$ cat src/common/ccf_pkg.sv
package ccf_pkg;

   ////////////////////////////////////////////////////////////////////////
   // Sizes

   // Number of identical fan-out outputs
   localparam int unsigned NUM_OUTPUTS = 5;
   // Number of pins that pass the input filter
   localparam int unsigned NUM_PINS    = 4;

   ////////////////////////////////////////////////////////////////////////
   // Positions in the filtered pin vector

   localparam int unsigned PIN_SRC_A  = 0;
   localparam int unsigned PIN_SRC_B  = 1;
   localparam int unsigned PIN_SELECT = 2;
   localparam int unsigned PIN_EN_N   = 3;

   ////////////////////////////////////////////////////////////////////////
   // Values after reset

   // Open pins read low, so every filter stage starts low
   localparam logic [NUM_PINS-1:0]    PIN_RST    = 4'h0;
   // Gate closed until a falling edge has sampled the enable
   localparam logic                   GATE_RST   = 1'b0;
   // Previous selected level starts low: no false falling edge
   localparam logic                   LEVEL_RST  = 1'b0;
   // Outputs held low from reset
   localparam logic [NUM_OUTPUTS-1:0] OUTPUT_RST = 5'h00;

   ////////////////////////////////////////////////////////////////////////
   // Cycle counts

   // Synchroniser stages ahead of the agreement check
   localparam int unsigned SYNC_STAGES = 3;

endpackage

$ cat src/rtl/ccf_clock_fanout.sv
// Operation
// - Selected clock is copied identically onto all five outputs.
// - Select low passes source A; select high passes source B.
// - Shared active-low enable: low follows clock, high disables outputs.
// - Enable captured by a flop on the selected clock's falling edge.
// - Enable high forces outputs low from the next falling edge.
// - Gate changes only while the clock is low: no runt pulses.
// - Unconnected select, enable and clock inputs read as low.
module ccf_clock_fanout #(
   parameter int unsigned NUM_OUTPUTS = ccf_pkg::NUM_OUTPUTS
) (
   input  wire logic                   core_clk,        // 40 MHz clock
   input  wire logic                   rst_n,           // Sync reset, low
   input  wire logic                   clock_source_a,  // First clock pin
   input  wire logic                   clock_source_b,  // Second clock pin
   input  wire logic                   clock_select,    // Source select pin
   input  wire logic                   enable_n,        // Enable, active low
   output logic      [NUM_OUTPUTS-1:0] fanout_outputs   // Gated clock copies
);

   ////////////////////////////////////////////////////////////////////////
   // Input filtering

   logic [ccf_pkg::NUM_PINS-1:0] pin_raw;
   logic [ccf_pkg::NUM_PINS-1:0] pin_level;

   // Gather the asynchronous pins into one vector
   always_comb begin
      pin_raw                      = '0;
      pin_raw[ccf_pkg::PIN_SRC_A]  = clock_source_a;
      pin_raw[ccf_pkg::PIN_SRC_B]  = clock_source_b;
      pin_raw[ccf_pkg::PIN_SELECT] = clock_select;
      pin_raw[ccf_pkg::PIN_EN_N]   = enable_n;
   end

   // Three-stage filter; resets low so open pins read low
   ccf_pin_filter #(
      .WIDTH   (ccf_pkg::NUM_PINS),
      .RST_VAL (ccf_pkg::PIN_RST)
   ) u_filter (
      .core_clk  (core_clk),
      .rst_n     (rst_n),
      .pin_raw   (pin_raw),
      .pin_level (pin_level)
   );

   ////////////////////////////////////////////////////////////////////////
   // Source multiplexer and edge detection

   logic sel_level;
   logic prev_level_q;
   logic prev_level_d;
   logic fall_edge;

   // Pick source A on select low, source B on select high
   always_comb begin
      if (pin_level[ccf_pkg::PIN_SELECT]) begin
         sel_level = pin_level[ccf_pkg::PIN_SRC_B];
      end else begin
         sel_level = pin_level[ccf_pkg::PIN_SRC_A];
      end
   end

   // Falling edge of the selected clock
   always_comb begin
      prev_level_d = sel_level;
      fall_edge    = prev_level_q & ~sel_level;
   end

   // Previous level register
   always_ff @(posedge core_clk) begin
      if (!rst_n) begin
         prev_level_q <= ccf_pkg::LEVEL_RST;
      end else begin
         prev_level_q <= prev_level_d;
      end
   end

   ////////////////////////////////////////////////////////////////////////
   // Synchronous enable flop

   logic gate_q;
   logic gate_d;

   // Sample the enable only on a falling edge
   always_comb begin
      gate_d = gate_q;
      if (fall_edge) begin
         gate_d = ~pin_level[ccf_pkg::PIN_EN_N];
      end
   end

   // Gate starts closed until the first sample
   always_ff @(posedge core_clk) begin
      if (!rst_n) begin
         gate_q <= ccf_pkg::GATE_RST;
      end else begin
         gate_q <= gate_d;
      end
   end

   ////////////////////////////////////////////////////////////////////////
   // Output fan-out

   logic [NUM_OUTPUTS-1:0] out_q;
   logic [NUM_OUTPUTS-1:0] out_d;

   // Every output gets the same gated level
   // The gate only moves while the clock is low, so no runts
   genvar go;
   generate
      for (go = 0; go < NUM_OUTPUTS; go++) begin : g_out
         always_comb begin
            out_d[go] = sel_level & gate_d;
         end
      end
   endgenerate

   // Output registers, low from reset
   always_ff @(posedge core_clk) begin
      if (!rst_n) begin
         out_q <= ccf_pkg::OUTPUT_RST;
      end else begin
         out_q <= out_d;
      end
   end

   assign fanout_outputs = out_q;

endmodule

$ cat src/rtl/ccf_pin_filter.sv
module ccf_pin_filter #(
   parameter int unsigned       WIDTH   = ccf_pkg::NUM_PINS,
   parameter logic [WIDTH-1:0]  RST_VAL = ccf_pkg::PIN_RST
) (
   input  wire logic             core_clk,   // System clock
   input  wire logic             rst_n,      // Sync reset, active low
   input  wire logic [WIDTH-1:0] pin_raw,    // Asynchronous pin levels
   output logic      [WIDTH-1:0] pin_level   // Filtered, registered levels
);

   logic [WIDTH-1:0] s1_q;
   logic [WIDTH-1:0] s1_d;
   logic [WIDTH-1:0] s2_q;
   logic [WIDTH-1:0] s2_d;
   logic [WIDTH-1:0] s3_q;
   logic [WIDTH-1:0] s3_d;
   logic [WIDTH-1:0] lvl_q;
   logic [WIDTH-1:0] lvl_d;

   ////////////////////////////////////////////////////////////////////////
   // Per pin: shift chain, accept a change once stages two and three agree
   genvar gi;
   generate
      for (gi = 0; gi < WIDTH; gi++) begin : g_pin
         always_comb begin
            s1_d[gi] = pin_raw[gi];
            s2_d[gi] = s1_q[gi];
            s3_d[gi] = s2_q[gi];
            if (s2_q[gi] == s3_q[gi]) begin
               lvl_d[gi] = s3_q[gi];
            end else begin
               lvl_d[gi] = lvl_q[gi];
            end
         end
      end
   endgenerate

   // Registers; reset low so an undriven pin reads low
   always_ff @(posedge core_clk) begin
      if (!rst_n) begin
         s1_q  <= RST_VAL;
         s2_q  <= RST_VAL;
         s3_q  <= RST_VAL;
         lvl_q <= RST_VAL;
      end else begin
         s1_q  <= s1_d;
         s2_q  <= s2_d;
         s3_q  <= s3_d;
         lvl_q <= lvl_d;
      end
   end

   assign pin_level = lvl_q;

endmodule

$ cat config.mk
export PLATFORM = sky130hd
export DESIGN_NAME = ccf_clock_fanout
export DESIGN_NICKNAME = d
export VERILOG_FILES = /design/src/common/ccf_pkg.sv /design/src/rtl/ccf_clock_fanout.sv /design/src/rtl/ccf_pin_filter.sv
export SDC_FILE = /design/constraint.sdc
export NUM_CORES = 1
export LEC_CHECK = 0
export BUFFER_PORTS_ARGS = -buffer_cell sky130_fd_sc_hd__buf_2
export CAP_MARGIN = 20
export CORE_AREA = 8 8 45 47
export DETAILED_ROUTE_END_ITERATION = 8
export DIE_AREA = 0 0 53 55
export PLACE_DENSITY = 0.7
export SLEW_MARGIN = 20
export SYNTH_ARGS = -nofsm -noshare
export SYNTH_HDL_FRONTEND = slang
export SYNTH_SLANG_ARGS = --single-unit
$ cat constraint.sdc
create_clock -name core_clk -period 1.2 [get_ports core_clk]
set_input_delay 0.36 -clock core_clk [delete_from_list [all_inputs] [get_ports core_clk]]
set_output_delay 0.36 -clock core_clk [all_outputs]
set_load 0.02 [all_outputs]
==> impl_results.md <==
- Final Hold Fails: 0
- Input/output buffers: 10
- Final Setup Violations: 0
- Sequential cell area: 384 um2
- Detailed Route WL: 769 um
- Hold Path Cell Cnt: 2
- Max stage delay on crit path: 370 ps
- Die X: between 50 and 60 um
- Worst slew margin: about 84%
- Distinct cells, synth: 13
- Max-slew violations: 0
- Clock slew at reported path FFs: 100 ps
- Synth Register Bits: 19
- Complex-gate fraction of the synthesized area: around 11%
- # rows: 14
- Max-capacitance violation count: 0
- Fin area: 679 um2
- RSZ-0062 raised after global routing: yes
- Synthesized area: roughly 610 um2
- Core Box Area: roughly 1400 um2
- WL met2: around 300 um
- Gr usage total: 6.54%
- Largest net degree at the start of global routing: 20
- R2r endpoint: gate_q$_SDFF_PN0_
- Initial Utilization: between 40% and 50%
- CP Data Required Time: roughly 840 ps
- First-pass GRT wire length: about 1.4 mm
- WL/cell: approximately 9.6 um
- Syn avg cell area: roughly 11 um2
- Most frequent cells in the layout: dfxtp_1 (18), and2_1 (13), nand2_1 (5), buf_2 (5), buf_4 (5)
- Routed wl met3: 88 um
- Crit path kind: reg2out
- Routed vias/inst: 4.50
- Post-DP Area: between 600 and 700 um2
- CP top delay family: flip-flops
- Proportion of synthesized area in mux cells: about 1.7%
- DRT antenna net count: 0
- Multi-input logic area: 181 um2
- Register area share after synthesis: 62.8%
- Clk root buf: clkbuf_4
- Clock Tree Buf Depth: 2
- Via count: 360
- Maximum VDD drop: 0.00103 V
- Worst-margin pin slew: ~240 ps
- Worst setup EP type: output port
- Synth Area in XOR/XNOR: 0%
- Critical Path AT: around 800 ps
- DIE AREA: roughly 2900 um2
- Diode count: 0
- Cells after Synth: 56
- Post-synthesis adder-cell area fraction: 0%
- DRT iter0 DRCs: 10
- Initial antenna violation count: 0
- Syn-to-layout area delta: 12.2%
- Max H-tree Level: 1
- # clock sinks: 19
- FF-to-FF setup slack: around 150 ps
- Hold EP: u_filter.s1_q[2]$_SDFF_PN0_
- Final min period: ~1200 ps
- Fin crit share: roughly 97%
- Fill cells: ~130
- Clock skew: ~3.3 ps
- Hold Path Class: in2reg
- Most common cell after layout, fill and taps aside: dfxtp_1
- Yosys warning count: 0
- Worst skew pair latency: around 290 ps
- Hold path start: clock_select
- Layout cell share with drive strength beyond 1: 23.4%
- Die Span Y: 55 um
- Pwr Density: roughly 1400 nW/um2
- Final TNS setup: 0 ps
- CTS buffer count: 3
- Outcome: complete, no violations
- Mapped Nets: 62
- Met1 WL: 385 um
- Final core utilization: 49.1%
- Routability cong.: around 0.6
- I/O Pins: 11
- Synth Area in Simple Gates: ~18%
- Maximum clock rate: between 800 and 900 MHz
- Worst R2R Start: u_filter.pin_level[2]$_SDFFE_PN0N_
- Vias in the first global route: roughly 360
- Leak pwr: 0.286 nW
- CTS tree: done
- Nets: a little over 70
- Largest family of logic cells by synthesized area: simple AND/OR/NAND/NOR gates
- WP buf/inv: 1
- DRC viols: 0
- Uppermost layer routed: met3
- DR pass1 iterations: 4
- Crit Path Max Fanout: 5
- Cells along the critical path: buf_4
- Worst-case reg-to-reg path depth: 3
- CP max-delay cell: dfxtp_4
- CP startpoint kind: flop
- Grt ovf: 0
how the worst max path moves through the flow:
stage / startpoint / endpoint / slack (ps) / cells past startpoint
3_3_place_gp: u_filter.pin_level[2]$_SDFFE_PN0N_ / gate_q$_SDFF_PN0_ / 180 / 3
6_report: fanout_outputs[0]$_SDFF_PN0_ / fanout_outputs[0] / 40 / 1
4_1_cts: fanout_outputs[0]$_SDFF_PN0_ / fanout_outputs[2] / -20 / 1
3_5_place_dp: u_filter.pin_level[2]$_SDFFE_PN0N_ / gate_q$_SDFF_PN0_ / 150 / 3
2_1_floorplan: fanout_outputs[0]$_SDFF_PN0_ / fanout_outputs[1] / 180 / 1
5_1_grt: fanout_outputs[0]$_SDFF_PN0_ / fanout_outputs[3] / -10 / 1
what timing repair did:
action,in CTS,in global routing
hold buffers,0,0
setup endpoints to repair,5,5
setup buffers,0,0
resized for setup,0,7
flip-flops by register name, indices dropped and copies added (netlist names):
register            count
u_filter.pin_level      4
fanout_outputs          1
u_filter.s3_q           4
gate_q                  1
u_filter.s2_q           4
prev_level_q            1
u_filter.s1_q           4
through the flow:
stage          cells  setup WS, ps  total power, W  hold slack [ps]
6_report          80          37.1        0.000981              269
5_1_grt           80         -10.6         0.00104              258
4_1_cts           80         -18.4         0.00101              255
3_5_place_dp      76           150        0.000694              421
3_3_place_gp      76           184        0.000693              415
2_1_floorplan     56           179        0.000685              412
layer usage:
metal | up-vias | track usage, %
met4 | 0 | 1.29
met3 | 0 | 5.35
met5 | - | 0
li1 | 190 | -
met2 | 12 | 9.57
met1 | 158 | 7.25
cell families (layout without fill, tap and decap cells):
family	count (synthesis)	in the layout
AND/OR/NAND/NOR	19	19
flip-flops	19	19
buffers and inverters	7	15
AO/OA/AOI/OAI	10	10
multiplexers	1	1
Yosys cell counts, drive strengths merged:
| cell type | n | area share [%] |
|---|---|---|
| and2 | 13 | 13 |
| o21ai | 4 | 3.3 |
| buf | 6 | 6.6 |
| a41o | 1 | 1.7 |
| mux2i | 1 | 1.7 |
| a21boi | 4 | 5.0 |
| dfxtp | 19 | 63 |
| inv | 1 | 0.62 |
| a21oi | 1 | 0.83 |
| nand2 | 5 | 3.1 |
| nor2b | 1 | 1.0 |
area by class of cell:
class                      count  share of cell area (%)
tap                           16                    2.95
inverter                       1                   0.552
clock buffer                   3                    3.31
timing repair buffer          10                    9.21
sequential                    19                    56.5
multi-input combinational     30                    26.7
clock inverter                 1                   0.737
power by group:
part | total (W) | internal [W] | switching, W
registers | 0.000650 | 0.000645 | 0.00000551
logic | 0.0000267 | 0.0000158 | 0.0000109
clock network | 0.000304 | 0.000124 | 0.000180
total | 0.000981 | 0.000784 | 0.000197
No activity file was read; power rests on OpenSTA's default activity.
